### config.mk
export PLATFORM = sky130hd
export DESIGN_NAME = reset_strap_config_sampler
export DESIGN_NICKNAME = d
export VERILOG_FILES = /design/src/verilog/strap_cfg_pkg.sv /design/src/verilog/reset_strap_config_sampler.sv
export SDC_FILE = /design/constraint.sdc
export NUM_CORES = 1
export LEC_CHECK = 0
export ABC_AREA = 0
export BUFFER_PORTS_ARGS = -buffer_cell sky130_fd_sc_hd__buf_2
export CAP_MARGIN = 20
export CELL_PAD_IN_SITES_DETAIL_PLACEMENT = 0
export CELL_PAD_IN_SITES_GLOBAL_PLACEMENT = 1
export CORE_MARGIN = 2
export CORE_UTILIZATION = 35
export CTS_BUF_LIST = sky130_fd_sc_hd__clkbuf_16
export DETAILED_ROUTE_END_ITERATION = 12
export GPL_ROUTABILITY_DRIVEN = 1
export PLACE_DENSITY_LB_ADDON = 0.2
export RECOVER_POWER = 100
export SYNTH_ARGS = -nofsm -noshare
export SYNTH_HDL_FRONTEND = slang
export SYNTH_SLANG_ARGS = --single-unit
### constraint.sdc
create_clock -name ref_clk_i -period 1.13 [get_ports ref_clk_i]
set_input_delay 0.226 -clock ref_clk_i [delete_from_list [all_inputs] [get_ports ref_clk_i]]
set_output_delay 0.226 -clock ref_clk_i [all_outputs]
set_load 0.02 [all_outputs]
### src/verilog/strap_cfg_pkg.sv
// Purpose: Shared constants and types for the reset-time strap configuration sampler.
// Assumes: One core clock at 250 MHz; registers reached over AXI4-Lite with 32-bit data.
// Notes:   Strap values after reset are all ones, the board default when nothing drives a strap.
package strap_cfg_pkg;

    localparam int unsigned STRAP_W    = 20;
    localparam int unsigned ADDR_W     = 8;
    localparam int unsigned DATA_W     = 32;

    // Register byte offsets.
    localparam logic [ADDR_W-1:0] CTRL_OFS   = 8'h00;
    localparam logic [ADDR_W-1:0] STATUS_OFS = 8'h04;
    localparam logic [ADDR_W-1:0] STRAPS_OFS = 8'h08;

    // Strap bit positions.
    localparam int unsigned STALL_BIT  = 0;
    localparam int unsigned LANE_BIT   = 2;
    localparam int unsigned EDP_BIT    = 4;
    localparam int unsigned BIF_LO     = 5;
    localparam int unsigned TRAIN_BIT  = 7;

    // Register field positions.
    localparam int unsigned CTRL_FW_START   = 0;
    localparam int unsigned STAT_SEQ_GO     = 0;
    localparam int unsigned STAT_PLAT_UP    = 1;
    localparam int unsigned STAT_LINK_LO    = 2;
    localparam int unsigned STAT_BIF_RSVD   = 4;
    localparam int unsigned STAT_STALL_LIVE = 5;

    // Strap value after reset and AXI response codes.
    localparam logic [STRAP_W-1:0] STRAP_RST = 20'hfffff;
    localparam logic [1:0]         RESP_OKAY   = 2'h0;
    localparam logic [1:0]         RESP_SLVERR = 2'h2;

    // Bifurcation field codes.
    localparam logic [1:0] BIF_X8_2X4 = 2'h0;
    localparam logic [1:0] BIF_RSVD   = 2'h1;
    localparam logic [1:0] BIF_2X8    = 2'h2;
    localparam logic [1:0] BIF_X16    = 2'h3;

    typedef enum logic [1:0] {
        LINK_HELD    = 2'h0,
        LINK_WAIT_FW = 2'h1,
        LINK_TRAIN   = 2'h3
    } link_e;

endpackage
### src/verilog/reset_strap_config_sampler.sv
// Purpose: Samples board straps while the platform hub holds reset and turns them into static settings.
// Assumes: Strap, termination and platform reset pins are asynchronous; the PLL lock flag is on ref_clk_i.
// Notes:   Strap pins cannot float in a netlist, so each strap has a termination-present pin beside it.
// How it works
// - Unterminated strap reads as logic one.
// - Stall strap low halts sequence after lock.
// - Strap two low reverses x16 lane numbers.
// - Strap four low enables embedded display.
// - Two-bit field selects link bifurcation.
// - Strap seven high trains after reset release.
// - Strap seven low waits for firmware start.
//
// The register offsets and the AXI4-Lite slave port are this design's own decisions.
`timescale 1ns/1ps
module reset_strap_config_sampler
    import strap_cfg_pkg::*;
(
    input  wire logic                                 ref_clk_i,
    input  wire logic                                 nrst_i,
    input  wire logic                                 platform_rst_n_i,
    input  wire logic [strap_cfg_pkg::STRAP_W-1:0]    cfg_strap_i,
    input  wire logic [strap_cfg_pkg::STRAP_W-1:0]    cfg_strap_term_i,
    input  wire logic                                 pll_locked_i,
    output logic                                      reset_seq_go_o,
    output logic                                      lane_reverse_o,
    output logic                                      edp_enable_o,
    output logic [1:0]                                bifurcation_o,
    output logic                                      link_train_o,
    input  wire logic                                 s_axi_awvalid,
    output logic                                      s_axi_awready,
    input  wire logic [strap_cfg_pkg::ADDR_W-1:0]     s_axi_awaddr,
    input  wire logic [2:0]                           s_axi_awprot,
    input  wire logic                                 s_axi_wvalid,
    output logic                                      s_axi_wready,
    input  wire logic [strap_cfg_pkg::DATA_W-1:0]     s_axi_wdata,
    input  wire logic [3:0]                           s_axi_wstrb,
    output logic                                      s_axi_bvalid,
    input  wire logic                                 s_axi_bready,
    output logic [1:0]                                s_axi_bresp,
    input  wire logic                                 s_axi_arvalid,
    output logic                                      s_axi_arready,
    input  wire logic [strap_cfg_pkg::ADDR_W-1:0]     s_axi_araddr,
    input  wire logic [2:0]                           s_axi_arprot,
    output logic                                      s_axi_rvalid,
    input  wire logic                                 s_axi_rready,
    output logic [strap_cfg_pkg::DATA_W-1:0]          s_axi_rdata,
    output logic [1:0]                                s_axi_rresp
);
    import strap_cfg_pkg::*;

    typedef struct packed {
        logic               rst_m;
        logic               rst_s;
        logic               rst_prev;
        logic [STRAP_W-1:0] cfg_m;
        logic [STRAP_W-1:0] cfg_s;
        logic [STRAP_W-1:0] term_m;
        logic [STRAP_W-1:0] term_s;
        logic [STRAP_W-1:0] straps;
        logic               go;
        link_e              link;
        logic               fw_req;
        logic               train;
        logic               lane_rev;
        logic               edp_en;
        logic [1:0]         bif;
        logic               awready;
        logic               wready;
        logic               aw_have;
        logic [ADDR_W-1:0]  aw_addr;
        logic               w_have;
        logic [DATA_W-1:0]  w_data;
        logic [3:0]         w_strb;
        logic               bvalid;
        logic [1:0]         bresp;
        logic               arready;
        logic               rvalid;
        logic [DATA_W-1:0]  rdata;
        logic [1:0]         rresp;
    } state_s;

    localparam state_s STATE_RST = '{
        rst_m: 1'b0, rst_s: 1'b0, rst_prev: 1'b0,
        cfg_m: STRAP_RST, cfg_s: STRAP_RST, term_m: '0, term_s: '0, straps: STRAP_RST,
        go: 1'b0, link: LINK_HELD, fw_req: 1'b0, train: 1'b0,
        lane_rev: 1'b0, edp_en: 1'b0, bif: BIF_X16,
        awready: 1'b0, wready: 1'b0, aw_have: 1'b0, aw_addr: '0,
        w_have: 1'b0, w_data: '0, w_strb: '0, bvalid: 1'b0, bresp: RESP_OKAY,
        arready: 1'b0, rvalid: 1'b0, rdata: '0, rresp: RESP_OKAY
    };

    state_s q;
    state_s d;

    // Maps a byte address onto a register selector; 2'h3 marks an unmapped address.
    function automatic logic [1:0] reg_sel(input logic [ADDR_W-1:0] addr);
        logic [1:0] sel;
        sel = 2'h3;
        if (addr == CTRL_OFS) begin
            sel = 2'h0;
        end else if (addr == STATUS_OFS) begin
            sel = 2'h1;
        end else if (addr == STRAPS_OFS) begin
            sel = 2'h2;
        end
        return sel;
    endfunction

    logic [STRAP_W-1:0] strap_eff;
    logic               plat_up;
    logic               plat_release;
    logic               fw_start;
    logic               do_write;

    always_comb begin
        d = q;
        fw_start = 1'b0;
        do_write = 1'b0;

        // Two-stage synchronisers for the platform reset, strap and termination pins; PLL lock is used as is.
        d.rst_m  = platform_rst_n_i;
        d.rst_s  = q.rst_m;
        d.cfg_m  = cfg_strap_i;
        d.cfg_s  = q.cfg_m;
        d.term_m = cfg_strap_term_i;
        d.term_s = q.term_m;
        d.rst_prev = q.rst_s;

        strap_eff    = q.cfg_s | ~q.term_s;
        plat_up      = q.rst_s;
        plat_release = q.rst_s & ~q.rst_prev;

        // Straps follow the pins while the hub holds reset and freeze once it lets go.
        if (!plat_up) begin
            d.straps = strap_eff;
        end

        // The stall strap is watched live so that releasing it ends the stall.
        if (pll_locked_i && strap_eff[STALL_BIT]) begin
            d.go = 1'b1;
        end

        d.lane_rev = ~q.straps[LANE_BIT];
        d.edp_en   = ~q.straps[EDP_BIT];
        d.bif      = q.straps[BIF_LO+1:BIF_LO];

        // AXI4-Lite write path: address and data are taken in either order.
        if (s_axi_awvalid && q.awready) begin
            d.aw_have = 1'b1;
            d.aw_addr = s_axi_awaddr;
        end
        if (s_axi_wvalid && q.wready) begin
            d.w_have = 1'b1;
            d.w_data = s_axi_wdata;
            d.w_strb = s_axi_wstrb;
        end
        if (q.bvalid && s_axi_bready) begin
            d.bvalid = 1'b0;
        end
        if (q.aw_have && q.w_have && !q.bvalid) begin
            do_write  = 1'b1;
            d.aw_have = 1'b0;
            d.w_have  = 1'b0;
            d.bvalid  = 1'b1;
            d.bresp   = (reg_sel(q.aw_addr) == 2'h3) ? RESP_SLVERR : RESP_OKAY;
            if (reg_sel(q.aw_addr) == 2'h0 && q.w_strb[0] && q.w_data[CTRL_FW_START]) begin
                fw_start = 1'b1;
            end
        end
        d.awready = ~d.aw_have & ~d.bvalid;
        d.wready  = ~d.w_have & ~d.bvalid;

        // AXI4-Lite read path.
        if (q.rvalid && s_axi_rready) begin
            d.rvalid = 1'b0;
        end
        if (s_axi_arvalid && q.arready) begin
            d.rvalid = 1'b1;
            d.rresp  = RESP_OKAY;
            d.rdata  = '0;
            unique case (reg_sel(s_axi_araddr))
                2'h0: begin
                    d.rdata[CTRL_FW_START] = q.fw_req;
                end
                2'h1: begin
                    d.rdata[STAT_SEQ_GO]                     = q.go;
                    d.rdata[STAT_PLAT_UP]                    = plat_up;
                    d.rdata[STAT_LINK_LO+1:STAT_LINK_LO]     = q.link;
                    d.rdata[STAT_BIF_RSVD]                   = (q.bif == BIF_RSVD);
                    d.rdata[STAT_STALL_LIVE]                 = strap_eff[STALL_BIT];
                end
                2'h2: begin
                    d.rdata[STRAP_W-1:0] = q.straps;
                end
                2'h3: begin
                    d.rresp = RESP_SLVERR;
                end
            endcase
        end
        d.arready = ~d.rvalid;

        // A firmware start request is remembered; a start arriving with the reset wins.
        if (!plat_up) begin
            d.fw_req = fw_start;
        end else if (fw_start) begin
            d.fw_req = 1'b1;
        end

        // Link training sequencer.
        unique case (q.link)
            LINK_HELD: begin
                if (plat_up && q.go) begin
                    d.link = q.straps[TRAIN_BIT] ? LINK_TRAIN : LINK_WAIT_FW;
                end
            end
            LINK_WAIT_FW: begin
                if (q.fw_req || fw_start) begin
                    d.link = LINK_TRAIN;
                end
            end
            LINK_TRAIN: begin
                d.link = LINK_TRAIN;
            end
            default: begin
                d.link = LINK_HELD;
            end
        endcase
        if (!plat_up) begin
            d.link = LINK_HELD;
        end
        d.train = (d.link == LINK_TRAIN);
    end

    always_ff @(posedge ref_clk_i or negedge nrst_i) begin
        if (!nrst_i) begin
            q <= STATE_RST;
        end else begin
            q <= d;
        end
    end

    assign reset_seq_go_o = q.go;
    assign lane_reverse_o = q.lane_rev;
    assign edp_enable_o   = q.edp_en;
    assign bifurcation_o  = q.bif;
    assign link_train_o   = q.train;
    assign s_axi_awready  = q.awready;
    assign s_axi_wready   = q.wready;
    assign s_axi_bvalid   = q.bvalid;
    assign s_axi_bresp    = q.bresp;
    assign s_axi_arready  = q.arready;
    assign s_axi_rvalid   = q.rvalid;
    assign s_axi_rdata    = q.rdata;
    assign s_axi_rresp    = q.rresp;
endmodule

==> summary.md <==
The clock tree root buffer cell was clkbuf_16. After detailed routing, the average wire length per cell comes to 13.6 um. Measured along the x axis, the die boundary spans 126 um. For this design the static power due to leakage is 3.36 nW. The run gives 13.3% as the global routing usage summed across all routing layers.

After synthesis, the mean cell area works out to 13.8 um2. Register clock-pin slew on the reported worst setup and hold paths: 0.06 ns. For this run, the number of standard cells in the final layout without fillers is 739. 154 I/O pins were placed. For the core outline area, the log shows 14500 um2. The worst max-slew margin expressed relative to the limit was 58.6%.

The setup path with the least slack is of type register to output pin. The post-route total power was 13.6 mW. The TritonCTS sink count is 150. The largest individual stage delay along the critical path comes from the cell dfstp_2. The max-slew violation count was 0; the effective utilization at floorplan was 35.7%. The layout overhead on the synthesized area is 45.0%, and the post-detailed-placement cell area is 5870 um2.

The achievable frequency was 759 MHz. Main combinational cell family by area after synthesis: simple AND/OR/NAND/NOR gates. The post-synthesis sequential area ratio came out at 74.1%. The tools report the critical path launch point type as a register. On the worst path, the slowest cell contributes a delay of 0.56 ns. The synthesized netlist devotes 5.93% of its cell area to compound gates. The tools report the depth of the CTS H-tree as 4. 0 antenna diodes ended up in the layout.

After synthesis, the share of cell area in mux cells is 2.61%. Prior to clock tree synthesis, the placed netlist has a worst setup slack of -0.618 ns. After Yosys synthesis, XOR and XNOR cells account for 0% of the synthesized area. The first global-routing pass estimated 16.1 mm of wire. In this run, CTS created clock tree buffers numbering 17.

For this block, the initial DRC count from the detailed router was 126. STA puts the critical path data required time at 0.90 ns. The run finished, with violations left.

The final reports fail on negative setup slack. The tools report the start point of the worst hold path as s_axi_awaddr[3]. The final layout contains 653 nets. At the pin with the least slew margin, the transition time is 0.621 ns.

The run gives 1180 uV as the highest ir drop seen on vdd. The power per cell area is 1810 nW/um2, and the post-route standard cell area excluding fillers is 7500 um2. The signal on the critical path passes through buf_6. The total setup violations reported at the end of the flow is 50. The switching power is 3.27 mW. The number of cells on the worst reg-to-reg path is 3. The run gives 39.9% as the clock network power share. The worst hold path passes through 2 cells. The clock arrives with 0.00828 ns of skew.

Endpoint with the worst hold slack: q[79]$_DFFE_PN0P_. After detailed routing, the number of remaining DRC violations is 0. The clock latency reported for the late side of the worst-skew pair is 0.42 ns.

The endpoint class of the critical path was an output pin. The cell area that synthesis handed to floorplanning was 5170 um2. Across all hold checks on the routed design, the worst slack comes to 0.0396 ns.

The cell total after placement came out at 638. The cell class contributing the biggest share of worst-path delay was flip-flops. The internal portion of the total power is 10.3 mW. The synthesis warning total is 0, and the total congestion overflow after global routing is 0.

Via density per instance: 4.32. Across the run, the number of max-cap violations was 0. Port buffering added 99 buffers. The worst path uses 117% of the clock period.

The logs give 37 for the maximum number of pins on one net before global-route repair and -0.188 ns for the minimum setup slack in the final design. In this run the critical register-to-register path is launched from q[76]$_DFFE_PN0P_. Row generation in the floorplan step produced 44 rows. Of all nets on the critical path, the largest fanout is 2. The path class of the tightest hold or removal check is input pin to register. The run gives 0 as the number of antenna violations at the first check in global routing. TritonCTS built the clock tree. The number of hold-slack violations in the final timing report came out at 0. Counting the fill cells in the layout gives 1258. Setup total negative slack on the finished layout was measured at -3.24 ns.

Of the total power, the share spent switching nets is 24.2%. The via count of the first global-routing pass was 3185; the floorplan die height was 126 um. The cell count after synthesis came out at 375.

The part of the total power dissipated in combinational logic was 13.5%; the routability congestion estimate was 0.744. The logs give 0 for the count of nets left with antenna violations after detail routing and 1.09 ns for the data arrival time of the worst path. Detailed routing inserted a total of 3189 vias.

The run gives 4 as the iteration count of the initial detailed-routing pass. The simple-gate area share of the yosys netlist works out to 9.46%. The post-route netlist has 50.5% of its cells at a drive strength greater than 1. The worst path in the final design needs a cycle of 1.32 ns, including I/O delays and setup. The maximum count of clock buffers along a single path is 2, and the sequential share of power is 46.6%. The buffering stage count on the worst path with inverters included was 1.

Setup repair after global routing could not meet its margin everywhere. The worst register-to-register path ends at link_train_o$_DFF_PN0_. The flop-to-flop setup slack was -0.12 ns; the register bit count reported by yosys was 150. The floorplan step defined a die boundary enclosing 15800 um2. Summing the areas of all fa, ha and maj instances in the mapped netlist gives 0.968% of the synthesized area. The end-of-flow core utilization is 51.8%. Summed over all nets, the half-perimeter wirelength after detailed placement is 6.42 mm. The total detailed-routing wirelength was 10.0 mm; the number of different library cells in the post-synthesis netlist was 30.
layout make-up:
cell class,count,area [um2],share of cell area (%)
multi-input combinational,184,1280,17.1
inverter,5,18.8,0.250
tap,184,230,3.07
sequential,150,3830,51.1
clock buffer,17,425,5.67
timing repair buffer,184,1550,20.7
clock inverter,15,154,2.05
logic make-up (layout without fill, tap and decap cells):
| kind of cell | after synthesis | count (layout) |
|---|---|---|
| compound gates | 54 | 54 |
| simple gates | 100 | 100 |
| other cells | 1 | 14 |
| flops | 150 | 150 |
| fa+ha+maj | 4 | 4 |
| mux | 12 | 12 |
| buf+inv | 54 | 221 |
worst reg2reg max path: stages, from the launching register on:
cell and delay [ns]:
dfrtp_1 0.41, nor4_4 0.32, nand4_2 0.21, a31oi_1 0.23
cell usage in the layout, fill, tap and decap left out, types with 3 or more instances in the layout:
cell type      netlist  routed
dfrtp_1             88      87
buf_8                0       3
clkinv_2             0       4
or2_4                0       3
a22oi_2              0       4
conb_1               1      14
o21ai_1              0      11
clkbuf_1             2       5
nor2_1              26      24
buf_2                9      59
dfstp_1              0       3
buf_12               0       3
buf_6                0      43
clkbuf_16            0      18
dlygate4sd3_1        0      44
inv_6                0       3
nand2_4              0       7
inv_1                5       5
o21ai_2              0       9
dfstp_2             62      59
nand2_1             41      26
mux2_4               0       8
clkinvlp_4           0       4
clkbuf_2             0       4
mux2_2              12       4
buf_4               38      20
a21oi_1             19      19
nor2b_1             21      21
nand2_2              0       7
ha_4                 0       3
flip-flops by register name, summed over array words and instances, names as in the netlist, 2 cells and up:
| register | flops |
|---|---|
| q | 73 |
| d | 43 |
| s_axi_rdata | 20 |
| bifurcation_o | 2 |
how the worst max path moves through the flow:
stage	startpoint	to	slack [ns]	depth (start not counted)
floorplan	s_axi_araddr[7]	s_axi_rdata[0]$_DFFE_PN0P_	-0.40	6
global placement	s_axi_araddr[7]	s_axi_rdata[0]$_DFFE_PN0P_	-0.57	7
detailed placement	s_axi_araddr[7]	s_axi_rdata[0]$_DFFE_PN0P_	-0.62	7
CTS	bifurcation_o[1]$_DFF_PN1_	bifurcation_o[1]	-0.22	1
global route	bifurcation_o[1]$_DFF_PN1_	bifurcation_o[1]	-0.22	1
finish	bifurcation_o[1]$_DFF_PN1_	bifurcation_o[1]	-0.19	1
synthesized netlist by cell type:
master    number  area [um2]
a222oi_1       1        10.0
nand2_1       41         154
mux2_2        12         135
a32oi_1        1        8.76
inv_1          5        18.8
buf_4         38         285
nand3_1        1        5.00
a21o_1         1        7.51
o21ai_0       21         105
buf_2          9        45.0
o31ai_1        1        7.51
o21a_1         2        15.0
nand4_1        1        6.26
dfrtp_1       88        2200
clkbuf_1       2        7.51
ha_1           4        50.1
nand4_2        1        12.5
nor4_4         1        21.3
nor2_1        26        97.6
nand2b_1       1        6.26
nor4_1         1        6.26
a31oi_1        2        12.5
or2_2          3        18.8
a21oi_1       19        95.1
conb_1         1        3.75
a22oi_1        6        45.0
dfstp_2       62        1630
and3b_1        2        17.5
nor2b_1       21         131
and4bb_2       1        12.5
per-layer routing:
layer / global-route usage [%] / vias to the layer above / routed length, um
li1: - / 1519 / -
met3: 4.15 / 14 / 454
met2: 20.9 / 89 / 4990
met5: 0 / - / 0
met1: 16.9 / 1567 / 4370
met4: 6.21 / 0 / 195
power by group through the flow:
stage               logic [mW]  clock network, mW  registers, mW
floorplan                0.746                  0           6.40
global placement          1.31                  0           6.37
detailed placement        1.35                  0           6.38
CTS                       1.76               5.58           6.31
global route              1.98               5.85           6.38
finish                    1.83               5.41           6.32
timing repair:
item | in CTS | in global routing
pin swaps | 13 | 11
resized for setup | 87 | 50
setup endpoints to repair | 55 | 68
hold buffers | 44 | 0
hold endpoints to repair | 133 | 0
cloned | 1 | 1
setup buffers | 15 | 10
No activity file was read; power rests on OpenSTA's default activity.
